File: src/host_port_pkg.sv
// Shared constants, carriers and helpers for the dual channel host port
package host_port_pkg;

  // Clock and reset qualification
  localparam int unsigned SYS_CLK_MHZ = 125;
  localparam int unsigned RESET_MIN_NS = 40;
  localparam int unsigned RESET_MIN_CYCLES = (RESET_MIN_NS * SYS_CLK_MHZ + 999) / 1000;

  // Serial timing: ticks per bit and the start bit centre
  localparam logic [3:0] BIT_LAST_TICK = 4'hF;
  localparam logic [3:0] START_MID_TICK = 4'h7;
  localparam logic [2:0] LAST_DATA_BIT = 3'h7;

  // Per-channel register offsets on the 3 address lines
  localparam logic [2:0] REG_DATA = 3'h0;
  localparam logic [2:0] REG_DIVISOR_LOW = 3'h1;
  localparam logic [2:0] REG_DIVISOR_HIGH = 3'h2;
  localparam logic [2:0] REG_LINE_CTRL = 3'h3;
  localparam logic [2:0] REG_MODEM_CTRL = 3'h4;
  localparam logic [2:0] REG_LINE_STATUS = 3'h5;
  localparam logic [2:0] REG_SCRATCH = 3'h7;

  // Field positions
  localparam int unsigned LC_PARITY_EN = 0;
  localparam int unsigned LC_PARITY_EVEN = 1;
  localparam int unsigned LC_TWO_STOP = 2;
  localparam int unsigned MC_AUX_IRQ = 3;

  // Reset values
  localparam logic [15:0] DIVISOR_RESET = 16'h0001;
  localparam logic [7:0] LINE_CTRL_RESET = 8'h00;
  localparam logic [7:0] MODEM_CTRL_RESET = 8'h00;
  localparam logic [7:0] SCRATCH_RESET = 8'h00;

  // Synchroniser idle: selects and strobes high, reset low, serial lines high
  localparam logic [18:0] PIN_IDLE = 19'h78003;

  typedef struct packed {
    logic [2:0] addr;
    logic [7:0] data;
  } host_req_t;

  typedef struct packed {
    logic [15:0] divisor;
    logic [7:0] line_ctrl;
    logic [7:0] modem_ctrl;
    logic [7:0] scratch;
  } chan_cfg_t;

  typedef enum logic [1:0] {
    SEL_NONE = 2'b00,
    SEL_A = 2'b01,
    SEL_B = 2'b10,
    SEL_BOTH = 2'b11
  } chan_sel_t;

  typedef enum logic [2:0] {
    SER_IDLE = 3'b000,
    SER_START = 3'b001,
    SER_DATA = 3'b010,
    SER_PARITY = 3'b011,
    SER_STOP = 3'b100
  } ser_state_t;

  // Parity bit for a character; odd parity unless even is set
  function automatic logic parity_bit(input logic [7:0] data, input logic even);
    parity_bit = even ? (^data) : ~(^data);
  endfunction : parity_bit

endpackage : host_port_pkg
File: src/dual_uart_host_port_select.sv
// Dual channel serial transceiver with an asynchronous 8-bit host port
`timescale 1ns/100ps
module dual_uart_host_port_select (
  input wire logic sys_clk,
  input wire logic reset_n,
  input wire logic clk_en,
  input wire logic device_reset,
  input wire logic chan_a_select_n,
  input wire logic chan_b_select_n,
  input wire logic read_strobe_n,
  input wire logic write_strobe_n,
  input wire logic [2:0] addr,
  input wire logic [7:0] data_in,
  output logic [7:0] data_out,
  output logic data_oe,
  input wire logic osc_in,
  output logic osc_out,
  input wire logic serial_in_a,
  input wire logic serial_in_b,
  output logic serial_out_a,
  output logic serial_out_b,
  output logic aux_out_a_n,
  output logic aux_out_b_n,
  output logic irq_out_a,
  output logic irq_out_a_oe,
  output logic irq_out_b,
  output logic irq_out_b_oe,
  output logic write_ready
);

  logic [18:0] pin_meta;
  logic [18:0] pin_sync;
  logic rd_prev;
  logic wr_prev;
  logic osc_prev;
  logic [3:0] rst_cnt;
  host_port_pkg::host_req_t wr_req;
  logic [1:0] wr_sel;
  logic [2:0] rd_addr;
  logic [1:0] rd_sel;
  logic [7:0] rd_val [0:1];
  logic [1:0] room;
  logic [1:0] ser_out;
  logic [1:0] aux_n;
  logic [1:0] irq_lvl;
  logic [1:0] irq_en;

  // All input pins except reset_n and clk_en cross into sys_clk through two flops; the bus itself is asynchronous
  always_ff @(posedge sys_clk or negedge reset_n) begin
    if (!reset_n) begin
      pin_meta <= host_port_pkg::PIN_IDLE;
      pin_sync <= host_port_pkg::PIN_IDLE;
    end else if (clk_en) begin
      pin_meta <= {chan_a_select_n, chan_b_select_n, read_strobe_n, write_strobe_n,
                   addr, data_in, device_reset, osc_in, serial_in_a, serial_in_b};
      pin_sync <= pin_meta;
    end
  end

  // Decoded bus view
  wire [1:0] sel_now = {~pin_sync[17], ~pin_sync[18]};
  wire host_port_pkg::chan_sel_t chan_sel = host_port_pkg::chan_sel_t'(sel_now);
  wire rd_low = ~pin_sync[16];
  wire wr_low = ~pin_sync[15];
  wire [2:0] s_addr = pin_sync[14:12];
  wire [7:0] s_data = pin_sync[11:4];
  wire rst_pin = pin_sync[3];
  wire osc_s = pin_sync[2];
  wire [1:0] rx_s = {pin_sync[0], pin_sync[1]};
  wire single_sel = (chan_sel == host_port_pkg::SEL_A) || (chan_sel == host_port_pkg::SEL_B);
  wire wr_commit = wr_prev & ~wr_low & (wr_sel != 2'b00);
  wire rd_end = rd_prev & ~rd_low;
  wire ref_rise = osc_s & ~osc_prev;
  wire chan_reset = rst_pin && (rst_cnt == 4'(host_port_pkg::RESET_MIN_CYCLES));

  // Strobe history, captured request and reset pulse qualification
  always_ff @(posedge sys_clk or negedge reset_n) begin
    if (!reset_n) begin
      rd_prev <= 1'b0;
      wr_prev <= 1'b0;
      osc_prev <= 1'b0;
      rst_cnt <= 4'h0;
      wr_req <= '0;
      wr_sel <= 2'b00;
      rd_addr <= 3'h0;
      rd_sel <= 2'b00;
    end else if (clk_en) begin
      rd_prev <= rd_low;
      wr_prev <= wr_low;
      osc_prev <= osc_s;
      // Saturating count of cycles the reset pin has stayed high
      if (!rst_pin) begin
        rst_cnt <= 4'h0;
      end else if (!chan_reset) begin
        rst_cnt <= rst_cnt + 4'h1;
      end
      // Follow address, data and select while the write strobe is low
      if (wr_low) begin
        wr_req <= '{addr: s_addr, data: s_data};
        wr_sel <= sel_now;
      end else if (!wr_prev) begin
        wr_sel <= 2'b00;
      end
      if (rd_low) begin
        rd_addr <= s_addr;
        rd_sel <= single_sel ? sel_now : 2'b00;
      end
    end
  end

  // Shared read data; drive only for a single selected channel
  always_ff @(posedge sys_clk or negedge reset_n) begin
    if (!reset_n) begin
      data_out <= 8'h00;
    end else if (clk_en) begin
      data_out <= (chan_sel == host_port_pkg::SEL_B) ? rd_val[1] : rd_val[0];
    end
  end
  assign data_oe = rd_low & single_sel;
  assign write_ready = &room;

  generate
    for (genvar c = 0; c < 2; c++) begin : g_chan
      host_port_pkg::chan_cfg_t cfg;
      logic [7:0] fifo_mem [0:1];
      logic wptr;
      logic rptr;
      logic [1:0] fifo_cnt;
      logic [15:0] div_cnt;
      host_port_pkg::ser_state_t tx_state;
      host_port_pkg::ser_state_t rx_state;
      logic [3:0] tx_tick;
      logic [3:0] rx_tick;
      logic [2:0] tx_idx;
      logic [2:0] rx_idx;
      logic [7:0] tx_shift;
      logic [7:0] rx_shift;
      logic tx_par;
      logic tx_stop_left;
      logic tx_pin;
      logic [7:0] rx_hold;
      logic rx_ready;
      logic rx_par_cur;
      logic rx_par_err;
      logic rx_frame_err;

      wire [15:0] eff_div = (cfg.divisor == 16'h0000) ? 16'h0001 : cfg.divisor;
      wire tick16 = ref_rise && (div_cnt >= eff_div - 16'h0001);
      wire fifo_room = (fifo_cnt != 2'd2);
      wire wr_here = wr_commit & wr_sel[c];
      wire push = wr_here && (wr_req.addr == host_port_pkg::REG_DATA) && fifo_room;
      wire pop = (tx_state == host_port_pkg::SER_IDLE) && (fifo_cnt != 2'd0);
      wire tx_bit_end = tick16 && (tx_tick == host_port_pkg::BIT_LAST_TICK);
      wire rx_bit_end = tick16 && (rx_tick == host_port_pkg::BIT_LAST_TICK);
      wire rx_bit = rx_s[c];
      wire rx_done = (rx_state == host_port_pkg::SER_STOP) && rx_bit_end;
      wire rx_clear = rd_end && rd_sel[c] && (rd_addr == host_port_pkg::REG_DATA);
      wire tx_idle = (tx_state == host_port_pkg::SER_IDLE) && (fifo_cnt == 2'd0);
      wire [7:0] status = {1'b0, tx_idle, fifo_room, 1'b0, rx_frame_err, rx_par_err,
                           1'b0, rx_ready};
      // Line level per transmit state: start low, idle and stop high
      wire tx_line = (tx_state == host_port_pkg::SER_START) ? 1'b0 :
                     (tx_state == host_port_pkg::SER_DATA) ? tx_shift[0] :
                     (tx_state == host_port_pkg::SER_PARITY) ? tx_par : 1'b1;

      // Readback mux; unused offsets read zero
      assign rd_val[c] = (rd_addr == host_port_pkg::REG_DATA) ? rx_hold :
                         (rd_addr == host_port_pkg::REG_DIVISOR_LOW) ? cfg.divisor[7:0] :
                         (rd_addr == host_port_pkg::REG_DIVISOR_HIGH) ? cfg.divisor[15:8] :
                         (rd_addr == host_port_pkg::REG_LINE_CTRL) ? cfg.line_ctrl :
                         (rd_addr == host_port_pkg::REG_MODEM_CTRL) ? cfg.modem_ctrl :
                         (rd_addr == host_port_pkg::REG_LINE_STATUS) ? status :
                         (rd_addr == host_port_pkg::REG_SCRATCH) ? cfg.scratch : 8'h00;
      assign room[c] = fifo_room;
      assign ser_out[c] = tx_pin;
      assign aux_n[c] = ~cfg.modem_ctrl[host_port_pkg::MC_AUX_IRQ];
      assign irq_en[c] = cfg.modem_ctrl[host_port_pkg::MC_AUX_IRQ];
      assign irq_lvl[c] = rx_ready | tx_idle;

      // Configuration registers, divisor and the two-entry transmit buffer
      always_ff @(posedge sys_clk or negedge reset_n) begin
        if (!reset_n) begin
          cfg <= '{host_port_pkg::DIVISOR_RESET, host_port_pkg::LINE_CTRL_RESET,
                   host_port_pkg::MODEM_CTRL_RESET, host_port_pkg::SCRATCH_RESET};
          div_cnt <= 16'h0000;
          wptr <= 1'b0;
          rptr <= 1'b0;
          fifo_cnt <= 2'd0;
          fifo_mem[0] <= 8'h00;
          fifo_mem[1] <= 8'h00;
        end else if (clk_en) begin
          if (chan_reset) begin
            cfg <= '{host_port_pkg::DIVISOR_RESET, host_port_pkg::LINE_CTRL_RESET,
                     host_port_pkg::MODEM_CTRL_RESET, host_port_pkg::SCRATCH_RESET};
            div_cnt <= 16'h0000;
            wptr <= 1'b0;
            rptr <= 1'b0;
            fifo_cnt <= 2'd0;
          end else begin
            if (ref_rise) begin
              div_cnt <= tick16 ? 16'h0000 : div_cnt + 16'h0001;
            end
            if (wr_here) begin
              case (wr_req.addr)
                host_port_pkg::REG_DIVISOR_LOW: cfg.divisor[7:0] <= wr_req.data;
                host_port_pkg::REG_DIVISOR_HIGH: cfg.divisor[15:8] <= wr_req.data;
                host_port_pkg::REG_LINE_CTRL: cfg.line_ctrl <= wr_req.data;
                host_port_pkg::REG_MODEM_CTRL: cfg.modem_ctrl <= wr_req.data;
                host_port_pkg::REG_SCRATCH: cfg.scratch <= wr_req.data;
                default: ;
              endcase
            end
            // Buffer decouples a host write from a busy shifter; a byte written while both entries are full is dropped
            if (push) begin
              fifo_mem[wptr] <= wr_req.data;
              wptr <= ~wptr;
            end
            if (pop) begin
              rptr <= ~rptr;
            end
            fifo_cnt <= fifo_cnt + {1'b0, push} - {1'b0, pop};
          end
        end
      end

      // Transmitter: start, eight data bits, optional parity, one or two stops
      always_ff @(posedge sys_clk or negedge reset_n) begin
        if (!reset_n) begin
          tx_state <= host_port_pkg::SER_IDLE;
          tx_tick <= 4'h0;
          tx_idx <= 3'h0;
          tx_shift <= 8'h00;
          tx_par <= 1'b0;
          tx_stop_left <= 1'b0;
          tx_pin <= 1'b1;
        end else if (clk_en) begin
          tx_pin <= rst_pin ? 1'b1 : tx_line;
          if (chan_reset) begin
            tx_state <= host_port_pkg::SER_IDLE;
          end else if (pop) begin
            tx_shift <= fifo_mem[rptr];
            tx_par <= host_port_pkg::parity_bit(fifo_mem[rptr],
                                                cfg.line_ctrl[host_port_pkg::LC_PARITY_EVEN]);
            tx_tick <= 4'h0;
            tx_state <= host_port_pkg::SER_START;
          end else if (tick16 && tx_state != host_port_pkg::SER_IDLE) begin
            tx_tick <= tx_tick + 4'h1;
            if (tx_bit_end) begin
              case (tx_state)
                host_port_pkg::SER_START: begin
                  tx_idx <= 3'h0;
                  tx_state <= host_port_pkg::SER_DATA;
                end
                host_port_pkg::SER_DATA: begin
                  tx_shift <= {1'b0, tx_shift[7:1]};
                  tx_idx <= tx_idx + 3'h1;
                  tx_stop_left <= cfg.line_ctrl[host_port_pkg::LC_TWO_STOP];
                  if (tx_idx == host_port_pkg::LAST_DATA_BIT) begin
                    tx_state <= cfg.line_ctrl[host_port_pkg::LC_PARITY_EN] ?
                                host_port_pkg::SER_PARITY : host_port_pkg::SER_STOP;
                  end
                end
                host_port_pkg::SER_PARITY: tx_state <= host_port_pkg::SER_STOP;
                host_port_pkg::SER_STOP: begin
                  tx_stop_left <= 1'b0;
                  if (!tx_stop_left) begin
                    tx_state <= host_port_pkg::SER_IDLE;
                  end
                end
                default: tx_state <= host_port_pkg::SER_IDLE;
              endcase
            end
          end
        end
      end

      // Receiver: start validated at its centre, later bits sampled mid-bit
      always_ff @(posedge sys_clk or negedge reset_n) begin
        if (!reset_n) begin
          rx_state <= host_port_pkg::SER_IDLE;
          rx_tick <= 4'h0;
          rx_idx <= 3'h0;
          rx_shift <= 8'h00;
          rx_hold <= 8'h00;
          rx_ready <= 1'b0;
          rx_par_cur <= 1'b0;
          rx_par_err <= 1'b0;
          rx_frame_err <= 1'b0;
        end else if (clk_en) begin
          // A character landing in the clearing cycle keeps ready set
          if (rx_done) begin
            rx_ready <= 1'b1;
          end else if (rx_clear || chan_reset) begin
            rx_ready <= 1'b0;
          end
          if (chan_reset) begin
            rx_hold <= 8'h00;
            rx_par_err <= 1'b0;
            rx_frame_err <= 1'b0;
          end
          if (rst_pin) begin
            rx_state <= host_port_pkg::SER_IDLE;
          end else if (rx_state == host_port_pkg::SER_IDLE) begin
            if (!rx_bit) begin
              rx_tick <= 4'h0;
              rx_state <= host_port_pkg::SER_START;
            end
          end else if (tick16) begin
            rx_tick <= rx_tick + 4'h1;
            case (rx_state)
              host_port_pkg::SER_START: begin
                if (rx_tick == host_port_pkg::START_MID_TICK) begin
                  rx_tick <= 4'h0;
                  rx_idx <= 3'h0;
                  rx_par_cur <= 1'b0;
                  rx_state <= rx_bit ? host_port_pkg::SER_IDLE : host_port_pkg::SER_DATA;
                end
              end
              host_port_pkg::SER_DATA: begin
                if (rx_bit_end) begin
                  rx_shift <= {rx_bit, rx_shift[7:1]};
                  rx_idx <= rx_idx + 3'h1;
                  if (rx_idx == host_port_pkg::LAST_DATA_BIT) begin
                    rx_state <= cfg.line_ctrl[host_port_pkg::LC_PARITY_EN] ?
                                host_port_pkg::SER_PARITY : host_port_pkg::SER_STOP;
                  end
                end
              end
              host_port_pkg::SER_PARITY: begin
                if (rx_bit_end) begin
                  rx_par_cur <= rx_bit != host_port_pkg::parity_bit(rx_shift,
                                cfg.line_ctrl[host_port_pkg::LC_PARITY_EVEN]);
                  rx_state <= host_port_pkg::SER_STOP;
                end
              end
              host_port_pkg::SER_STOP: begin
                if (rx_bit_end) begin
                  rx_hold <= rx_shift;
                  rx_par_err <= rx_par_cur;
                  rx_frame_err <= ~rx_bit;
                  rx_state <= host_port_pkg::SER_IDLE;
                end
              end
              default: rx_state <= host_port_pkg::SER_IDLE;
            endcase
          end
        end
      end
    end
  endgenerate

  // Serial side pins; rates scale with the sampled reference clock
  always_ff @(posedge sys_clk or negedge reset_n) begin
    if (!reset_n) begin
      osc_out <= 1'b0;
    end else if (clk_en) begin
      osc_out <= osc_s;
    end
  end
  assign serial_out_a = ser_out[0];
  assign serial_out_b = ser_out[1];
  assign aux_out_a_n = aux_n[0];
  assign aux_out_b_n = aux_n[1];
  assign irq_out_a = irq_lvl[0];
  assign irq_out_b = irq_lvl[1];
  assign irq_out_a_oe = irq_en[0];
  assign irq_out_b_oe = irq_en[1];

endmodule : dual_uart_host_port_select

File: config.mk
export PLATFORM = sky130hd
export DESIGN_NAME = dual_uart_host_port_select
export DESIGN_NICKNAME = d
export VERILOG_FILES = /design/src/host_port_pkg.sv /design/src/dual_uart_host_port_select.sv
export SDC_FILE = /design/constraint.sdc
export NUM_CORES = 1
export LEC_CHECK = 0
export ABC_CLOCK_PERIOD_IN_PS = 4200
export BUFFER_PORTS_ARGS = -buffer_cell sky130_fd_sc_hd__buf_2
export CAP_MARGIN = 15
export CORE_ASPECT_RATIO = 1.25
export CORE_MARGIN = 4
export CORE_UTILIZATION = 43
export DETAILED_ROUTE_END_ITERATION = 8
export GPL_TIMING_DRIVEN = 0
export PLACE_DENSITY_LB_ADDON = 0.25
export SETUP_SLACK_MARGIN = 0.02
export SLEW_MARGIN = 15
export SYNTH_ARGS = -nofsm -noshare
export SYNTH_HDL_FRONTEND = slang
export SYNTH_SLANG_ARGS = --single-unit
File: constraint.sdc
create_clock -name sys_clk -period 4.2 [get_ports sys_clk]
set_input_delay 0.21 -clock sys_clk [delete_from_list [all_inputs] [get_ports sys_clk]]
set_output_delay 0.21 -clock sys_clk [all_outputs]
set_load 0.05 [all_outputs]
==> impl_metrics.toml, run 1 <==
[route]
vias = 13128
postRouteAntennaNets = 0
drtPass1Iterations = 5
vias_per_cell = 5.745
drc = 0
initialDrtViolationCount = 797
wl_per_cell_um = 20.42
drt_wl_total_um = 46670

[yosys]
synth-edff-count = 0
synthArstFlopShare = 1.000
ys_seq_area_frac = 0.4790
syn-instance-count = 1630
ys_seq_elements = 325
syn-cell-area_mm2 = 0.01702
synthFlopType = "dfrtp_1"
yosysWarnings = 0
syn_area_per_cell_um2 = 10.44
ys_types = 80
synth_fp_nets = 1708

[clocking]
cts_tree = "done"
cts_sinks = 325
clockBufferDepth = 3
cts_root_buf = "clkbuf_16"
cts.clk_slew.worst_paths_ns = 0.06
htree_levels = 2
worstSkewPairLatency_ns = 0.54
numCtsBuffers = 36

[sta]
worstMarginPinSlew_ns = 1.067
fin_skew_ns = 0.01795
holdWs_ns = 0.2236
period_share = 0.9776
rsz0062_at_grt = "true"
final_max_slew_viol_count = 0
hold_viol = 0
tns_ns = 0
fmax_mhz = 243.6
setup_viol = 0
worst_slew_margin_rel = 0.2858
min_period_ns = 4.106

[setup_path]
end_kind = "flop"
r2r-start = "g_chan[1].cfg[37]$_DFFE_PN0P_"
cp-start-kind = "flop"
worstPathMaxFanout = 8
crit_path_start = "g_chan[1].cfg[37]$_DFFE_PN0P_"
crit_type = "flop to flop"
required_ns = 4.61
arrival_ns = 4.51

[floorplan]
dieWidth_um = 186.0
die_y_um = 230.4
core_area_mm2 = 0.03912
boundaryPins = 41
start_util = 0.4351
die_area_mm2 = 0.04285
num_rows = 81

[pwr]
p_leak_nw = 8.952
p_total_w = 0.01236
vdd_drop_max_mv = 0.3452
p_per_area_mw_per_mm2 = 620.0

[cells_and_area]
multi_input_area_mm2 = 0.008692
regArea_mm2 = 0.008167
nets = 1838
diodes = 0
instances_no_fill = 2285
fillers = 3461
area_growth_pct = 17.15
final_layout_size_suffix_gt1_frac = 0.2199
final_cell_mix = "dfrtp_1, nand2_1, mux2_2, nor2_1, o21ai_0"
final_util = 0.5097
final_common_cell = "dfrtp_1"

[global_routing]
grt_pass1_wl_um = 73620
grt_pass1_vias = 13046
use_met3 = 0.03357
grt_usage = 0.2174
met1_usage = 0.2812
gr-usage-met2 = 0.3634
top_usage_layer = "met2"
antenna_found_initial = 0
grt.overflow.total = 0
grt_max_degree = 103

[place]
portBuffers = 39
gp_congestion = 0.9213
dp.cells = 2170
hpwl_um = 33280

[run_status]
status = "complete, no violations"

[flow_run]
drv_cap = 0

[worst_hold_path]
hold_class = "input pin to async pin"
power by group:
group	leakage (nW)	switching, W	internal (W)
combinational	4.13	0.00264	0.00198
clock	0.626	0.00131	0.00206
sequential	4.19	0.000627	0.00375
flip-flops by register name, indices dropped and copies added, names as in the netlist, 16 cells and up:
| name | flops |
|---|---|
| g_chan.rx_shift | 16 |
| pin_sync | 19 |
| pin_meta | 19 |
| g_chan.tx_shift | 16 |
| g_chan.cfg | 78 |
| g_chan.fifo_mem | 32 |
| g_chan.div_cnt | 32 |
| g_chan.rx_hold | 16 |
final timing paths:
kind,endpoint,slack (ns),depth (start not counted)
min,g_chan[0].div_cnt[10]$_DFFE_PN0P_,0.22,2
max reg2reg,g_chan[1].rx_shift[3]$_DFFE_PN0P_,0.09,18
max in group asynchronous,pin_sync[1]$_DFFE_PN1P_,2.62,4
max,g_chan[1].rx_shift[3]$_DFFE_PN0P_,0.09,18
min reg2reg,wr_req[3]$_DFFE_PN0P_,0.46,2
min in group sys_clk,g_chan[0].rx_state[2]$_DFFE_PN0P_,0.41,4
metal layers:
layer / share of wire / vias up
li1: - / 6114
met1: 0.42 / 6545
met2: 0.49 / 370
met3: 0.050 / 99
met4: 0.045 / 0
met5: 0 / -
cells in the mapped netlist (12+ instances only):
cell type  number  area, µm²
a21o_1         17      127.6
a21oi_1        50      250.2
a221oi_1       14      122.6
a22o_1         25      219.0
a2bb2oi_1      13      113.9
and2_1         13      81.33
and3_1         13      81.33
clkbuf_1       61      229.0
dfrtp_1       309       7732
dfstp_2        16      420.4
ha_1           56      700.7
inv_1          34      127.6
mux2_2        161       1813
mux2i_1        31      310.3
nand2_1       212      795.8
nand2b_1       13      81.33
nand3_1        53      265.3
nand4_1        12      75.07
nor2_1        120      450.4
nor2b_1        12      75.07
nor3_1         33      165.2
nor4_1         12      75.07
o21ai_0        81      405.4
xnor2_1        58      508.0
xor2_1         31      271.5
stage by stage:
stage                     cell area [µm²]  worst slack (ns)
after floorplan                     17030           0.04201
after global placement              17850            -3.401
after detailed placement            17940            -1.108
after CTS                           19620           0.02023
after global routing                19940           -0.1004
final                               19940           0.09420
logic make-up (layout without fill, tap and decap cells):
family | count (synthesis) | after routing | share of synthesized area
buffers and inverters | 113 | 270 | 0.02587
DFF | 325 | 325 | 0.4790
adders and majority gates | 56 | 56 | 0.04116
xor gates and xnor gates | 89 | 89 | 0.04580
and+or+nand+nor | 536 | 536 | 0.1480
AOI/OAI and AO/OA | 303 | 303 | 0.1216
muxes | 208 | 208 | 0.1386
critical path, cell delays in order (launching register included):
cell and delay (ns):
dfrtp_2 0.45, nor4_4 0.30, nand2b_1 0.10, nand2b_4 0.16
nor4_4 0.18, a21oi_2 0.10, ha_2 0.19, nor3b_4 0.16
buf_4 0.15, nand2_1 0.07, xor2_1 0.08, ha_1 0.31
nand4_1 0.11, o311a_4 0.44, o31a_1 0.29, buf_6 0.15
nor4_4 0.24, buf_6 0.18, mux2_1 0.33
repair_timing:
item	4_1_cts	5_1_grt
hold endpoints to repair	89	0
resized for setup	43	37
gates cloned	0	2
hold buffers	20	0
buffers inserted	5	25
pin swaps	6	16
setup endpoints to repair	129	110
cell type report:
| class | instances | area share |
|---|---|---|
| clock buffers | 53 | 0.05497 |
| repair buffers | 94 | 0.03639 |
| multi-input cells | 1192 | 0.4359 |
| flip-flops and latches | 325 | 0.4095 |
| plain buffers | 75 | 0.01663 |
| well taps | 498 | 0.03125 |
| clock inverters | 12 | 0.008534 |
| inverters | 36 | 0.006777 |
Power figures use the tool's default switching activity.
==> run 2: changes to the inputs <==
--- a/config.mk
+++ b/config.mk
@@ -6,7 +6,9 @@
 export NUM_CORES = 1
 export LEC_CHECK = 0
-export ABC_CLOCK_PERIOD_IN_PS = 4200
+export ABC_CLOCK_PERIOD_IN_PS = 5200
 export BUFFER_PORTS_ARGS = -buffer_cell sky130_fd_sc_hd__buf_2
 export CAP_MARGIN = 15
+export CELL_PAD_IN_SITES_DETAIL_PLACEMENT = 1
+export CELL_PAD_IN_SITES_GLOBAL_PLACEMENT = 1
 export CORE_ASPECT_RATIO = 1.25
 export CORE_MARGIN = 4
==> constraint.sdc (replaced) <==
create_clock -name sys_clk -period 5.2 [get_ports sys_clk]
set_input_delay 0.26 -clock sys_clk [delete_from_list [all_inputs] [get_ports sys_clk]]
set_output_delay 0.26 -clock sys_clk [all_outputs]
set_load 0.1 [all_outputs]
==> impl_metrics.toml, run 2 (synthesized netlist as in run 1, its figures left out) <==
[cells_and_area]
area_growth_pct = 13.82
diodes = 0
final_layout_size_suffix_gt1_frac = 0.1795
instances_no_fill = 2253
final_area_mm2 = 0.01937
largest_reg_flops = 78
regMostFlops = "g_chan.cfg"
final_common_cell = "dfrtp_1"
top_regs = "g_chan.cfg (78), g_chan.div_cnt (32), g_chan.fifo_mem (32)"
nets = 1807
final_cell_mix = "dfrtp_1, nand2_1, mux2_2, nor2_1, o21ai_0"

[clocking]
post_cts_buffers = 0
htree_levels = 2
clockBufferDepth = 3
worstSkewPairLatency_ns = 0.54
cts_sinks = 325
numCtsBuffers = 36
cts_root_buf = "clkbuf_16"
cts_tree = "done"
cts.clk_slew.worst_paths_ns = 0.06

[place]
place_area_mm2 = 0.01793
dp.cells = 2170
portBuffers = 39
gp_congestion = 0.8813
hpwl_um = 37060

[global_routing]
antenna_found_initial = 0
grt_pass1_vias = 14152
grt_pass1_wl_um = 81080
grt_usage = 0.2396
grt_max_degree = 104
grt.overflow.total = 0

[sta]
final_max_slew_viol_count = 0
worst_slew_margin_rel = 0.2512
min_period_ns = 4.761
hold_viol = 0
fmax_mhz = 210.0
setup_viol = 0
rsz0062_at_grt = "false"
tns_ns = 0
worstMarginPinSlew_ns = 1.119
period_share = 0.9156
fin_skew_ns = 0.01773

[setup_path]
r2r_setup_slack_ns = 0.44
crit_type = "flop to flop"
cp-start-kind = "flop"
cp_slowest_cell = "mux2_1"
path_delay_family = "simple AND/OR/NAND/NOR gates"
worstPathCellList = "clkbuf_1 -> nor4_1 -> nand2b_1 -> nor4_2 -> a21oi_1 -> ha_1 -> nor3b_2 -> nand2_1 -> nor4_2 -> nand2_1 -> xor2_1 -> ha_1 -> nand2_1 -> nor2_1 -> nand2_1 -> o31a_1 -> buf_4 -> nor4_2 -> buf_4 -> mux2_1"
end_kind = "flop"
required_ns = 5.62
worstPathMaxFanout = 10
arrival_ns = 5.18
max_stage_delay_ns = 0.33
worstRegToRegCells = 20
crit_cells = 20
cp_common_cell = "nand2_1"
path_buf_inv = 3

[route]
wl_per_cell_um = 22.53
vias = 13184
drtPass1Iterations = 5
drt_wl_total_um = 50770
initialDrtViolationCount = 725
dr_wl_met3_um = 1940
routed.top_layer = "met4"
wl_met1_um = 20870
dr_wl_met2_um = 26040
drc = 0
postRouteAntennaNets = 0
vias_per_cell = 5.852

[pwr]
vdd_drop_max_mv = 0.3535
p_per_area_mw_per_mm2 = 501.1
p_leak_nw = 8.699

[floorplan]
core_area_mm2 = 0.03912
num_rows = 81
boundaryPins = 41
die_area_mm2 = 0.04285
start_util = 0.4351
die_y_um = 230.4
dieWidth_um = 186.0

[flow_run]
drv_cap = 0

[run_status]
status = "complete, no violations"

[worst_hold_path]
hold_class = "input pin to async pin"
-- run 2: cell types whose count changed in the layout (fill, tap and decap cells not counted), moves of 3 or more --
cell      before  now
buf_4         33    2
buf_6          3    0
clkbuf_1      59   66
clkbuf_8      12    5
dfrtp_1      298  309
dfrtp_2       11    0
nand2_1      208  212
nand2_2        4    1
nor4_1         6    9
nor4_4         6    1
o21ai_1        8   11
-- run 2: worst paths after layout --
kind                                                           to                          start
worst max-delay path            g_chan[1].rx_shift[1]$_DFFE_PN0P_  g_chan[1].cfg[31]$_DFFE_PN0P_
worst max register to register  g_chan[1].rx_shift[1]$_DFFE_PN0P_  g_chan[1].cfg[31]$_DFFE_PN0P_
max in group asynchronous                irq_out_a_oe$_DFFE_PN0P_                        reset_n
min in group sys_clk                        wr_req[0]$_DFFE_PN0P_        pin_sync[4]$_DFFE_PN0P_
worst min register to register              wr_req[0]$_DFFE_PN0P_        pin_sync[4]$_DFFE_PN0P_
worst min-delay path             g_chan[1].div_cnt[5]$_DFFE_PN0P_                        reset_n
-- run 2: cell type report --
class / instances / area, µm²
clock buffers: 52 / 1054
flip-flops and latches: 325 / 8153
plain buffers: 76 / 305.3
inverters: 36 / 135.1
multi-input cells: 1192 / 8467
fillers: 4293 / 19750
clock inverters: 12 / 148.9
repair buffers: 62 / 488.0
well taps: 498 / 623.1
-- run 2: metrics by stage --
stage / util / hold slack (ns) / total power, W / worst slack (ns)
after global placement: 0.4560 / 0.4524 / 0.006859 / -2.536
after global routing: 0.4952 / 0.2125 / 0.01029 / 0.05820
after detailed placement: 0.4584 / 0.1495 / 0.007042 / -0.4879
after floorplan: - / -0.03559 / 0.005941 / 0.9439
after CTS: 0.4946 / 0.1713 / 0.009744 / 0.1097
final: 0.4952 / 0.1855 / 0.009708 / 0.4388
-- run 2: layer usage --
| layer | up-vias | track usage |
|---|---|---|
| met3 | 105 | 0.03672 |
| met1 | 6784 | 0.2996 |
| met4 | 0 | 0.08246 |
| met2 | 255 | 0.4202 |
| li1 | 6040 | - |
| met5 | - | 0 |
-- run 2: what timing repair did --
item,in CTS,in global routing
endpoints found under the hold margin,49,0
endpoints found under the setup margin,58,82
hold buffers,20,0
resized for setup,4,10
-- run 2: worst reg2reg max path, stage by stage, from the launching register on --
cell	delay [ns]
dfrtp_1	0.32
clkbuf_1	0.31
nor4_1	0.11
nand2b_1	0.13
nor4_2	0.06
a21oi_1	0.24
ha_1	0.23
nor3b_2	0.27
nand2_1	0.13
nor4_2	0.32
nand2_1	0.12
xor2_1	0.19
ha_1	0.30
nand2_1	0.07
nor2_1	0.27
nand2_1	0.20
o31a_1	0.27
buf_4	0.19
nor4_2	0.32
buf_4	0.25
mux2_1	0.34
-- run 2: power breakdown --
part	total, W	internal (W)	leakage (nW)	switching [W]
clock	0.00263	0.00156	0.592	0.00107
sequential	0.00356	0.00303	4.21	0.000538
combinational	0.00351	0.00130	3.90	0.00222
total	0.00971	0.00588	8.70	0.00383
==> run 3: changes to the inputs <==
CORE_ASPECT_RATIO = default   (was 1.25)
CORE_MARGIN = 1.5   (was 4)
SKIP_LAST_GASP = 1   (was default)
==> impl_metrics.toml, run 3 (synthesized netlist as in run 1, its figures left out) <==
[route]
vias = 13334
drt_wl_total_um = 51350
initialDrtViolationCount = 911
wl_per_cell_um = 22.56
drtPass1Iterations = 6
drc = 0
vias_per_cell = 5.859
postRouteAntennaNets = 0

[clocking]
post_cts_buffers = 0
htree_levels = 2
cts.clk_slew.worst_paths_ns = 0.06
cts_root_buf = "clkbuf_16"
worstSkewPairLatency_ns = 0.56
clockBufferDepth = 3
cts_sinks = 325
cts_tree = "done"
numCtsBuffers = 39

[cells_and_area]
diodes = 0
instances_no_fill = 2276
final_util = 0.5018
final_cell_mix = "dfrtp_1, nand2_1, mux2_2, nor2_1, o21ai_0"
final_layout_size_suffix_gt1_frac = 0.1780
regMostFlops = "g_chan.cfg"
final_common_cell = "dfrtp_1"
largest_reg_flops = 78
area_growth_pct = 14.47
top_regs = "g_chan.cfg (78), g_chan.div_cnt (32), g_chan.fifo_mem (32)"
nets = 1809

[pwr]
vdd_drop_max_mv = 0.4133
p_per_area_mw_per_mm2 = 508.2
p_leak_nw = 8.736

[sta]
worst_slew_margin_rel = 0.2937
hold_viol = 0
min_period_ns = 4.814
fmax_mhz = 207.7
holdWs_ns = 0.2461
setup_viol = 0
period_share = 0.9258
fin_skew_ns = 0.02111
worstMarginPinSlew_ns = 1.056
final_max_slew_viol_count = 0
rsz0062_at_grt = "false"

[global_routing]
antenna_found_initial = 0
grt_usage = 0.2562
grt_pass1_vias = 14079
grt_pass1_wl_um = 80950
grt.overflow.total = 0
grt_max_degree = 101

[setup_path]
required_ns = 5.63
arrival_ns = 5.24
worstRegToRegCells = 16
cp-start-kind = "flop"
crit_path_start = "g_chan[0].cfg[33]$_DFFE_PN0P_"
r2r_setup_slack_ns = 0.39
end_kind = "flop"
r2r-start = "g_chan[0].cfg[33]$_DFFE_PN0P_"
worstPathMaxFanout = 10
crit_type = "flop to flop"
r2r_end = "g_chan[0].rx_tick[3]$_DFFE_PN0P_"

[floorplan]
die_area_mm2 = 0.04079
die_y_um = 202.0
dieWidth_um = 202.0
core_area_mm2 = 0.03883
num_rows = 72
boundaryPins = 41
start_util = 0.4384

[place]
gp_congestion = 0.9000
dp.cells = 2190
portBuffers = 39
hpwl_um = 36650

[worst_hold_path]
hold_class = "input pin to async pin"

[run_status]
status = "complete, no violations"

[flow_run]
drv_cap = 0
==> run 3: cell types whose count changed in the layout (fill, tap and decap cells not counted), moves of 2 or more <==
cell	delta
clkbuf_1	+4
nor4_2	-2
clkinv_2	-3
clkbuf_16	+3
clkbuf_8	+4
clkbuf_2	-3
==> run 3: how the worst max path moves through the flow <==
stage | to | slack, ns | cells past startpoint
5_1_grt | g_chan[0].div_cnt[7]$_DFFE_PN0P_ | 0.04 | 18
6_report | g_chan[0].rx_tick[3]$_DFFE_PN0P_ | 0.39 | 16
3_5_place_dp | g_chan[1].rx_shift[5]$_DFFE_PN0P_ | -0.09 | 21
2_1_floorplan | g_chan[1].rx_shift[7]$_DFFE_PN0P_ | 0.94 | 21
3_3_place_gp | g_chan[1].tx_shift[3]$_DFFE_PN0P_ | -2.56 | 1
4_1_cts | g_chan[1].rx_shift[5]$_DFFE_PN0P_ | 0.08 | 21
==> run 3: per-stage QoR <==
step           cell area, µm²  setup WS (ns)  setup TNS [ns]  power (W)
2_1_floorplan           17020         0.9439               0   0.005941
3_3_place_gp            17860         -2.556         -782.87   0.006873
3_5_place_dp            17960       -0.09025         -0.9488   0.007053
4_1_cts                 19470        0.07878               0   0.009940
5_1_grt                 19480        0.03595               0    0.01045
6_report                19480         0.3857               0   0.009902
==> run 3: cell type report <==
type / count / area (µm²)
timing repair buffer: 62 / 488.0
clock buffer: 61 / 1191
clock inverter: 7 / 110.1
sequential: 325 / 8153
tap: 518 / 648.1
buffer: 75 / 297.8
multi-input combinational: 1192 / 8462
fill: 4269 / 19340
inverter: 36 / 135.1
==> run 3: what timing repair did <==
action                                  in CTS  in global routing
hold endpoints to repair                    75                  0
gates resized for setup                      3                  4
hold buffers                                20                  0
endpoints found under the setup margin      27                 67
gates cloned                                 0                  0
pin swaps                                    0                  0
==> run 3: routing by layer <==
| metal | global-route usage | part of all wire |
|---|---|---|
| met2 | 0.4120 | 0.47 |
| met4 | 0.08689 | 0.027 |
| met1 | 0.3475 | 0.45 |
| met5 | 0 | 0 |
| met3 | 0.04853 | 0.054 |
==> run 3: power breakdown <==
part | total [W] | internal, W | switching, W
logic | 0.00352 | 0.00128 | 0.00224
registers | 0.00357 | 0.00303 | 0.000542
clock network | 0.00281 | 0.00171 | 0.00110
total | 0.00990 | 0.00602 | 0.00388
==> run 3: worst max-delay path, cell delays in order (launching register included) <==
cell	delay, ns
dfrtp_1	0.46
or4_1	0.62
nor3_1	0.17
nand3b_1	0.14
nor4_1	0.19
nor2_1	0.10
ha_1	0.24
xnor2_1	0.21
ha_1	0.29
a211oi_1	0.25
o21ai_1	0.14
a41oi_1	0.36
o21ai_2	0.22
nand2_1	0.30
clkbuf_1	0.53
nor2_1	0.11
o311ai_0	0.33
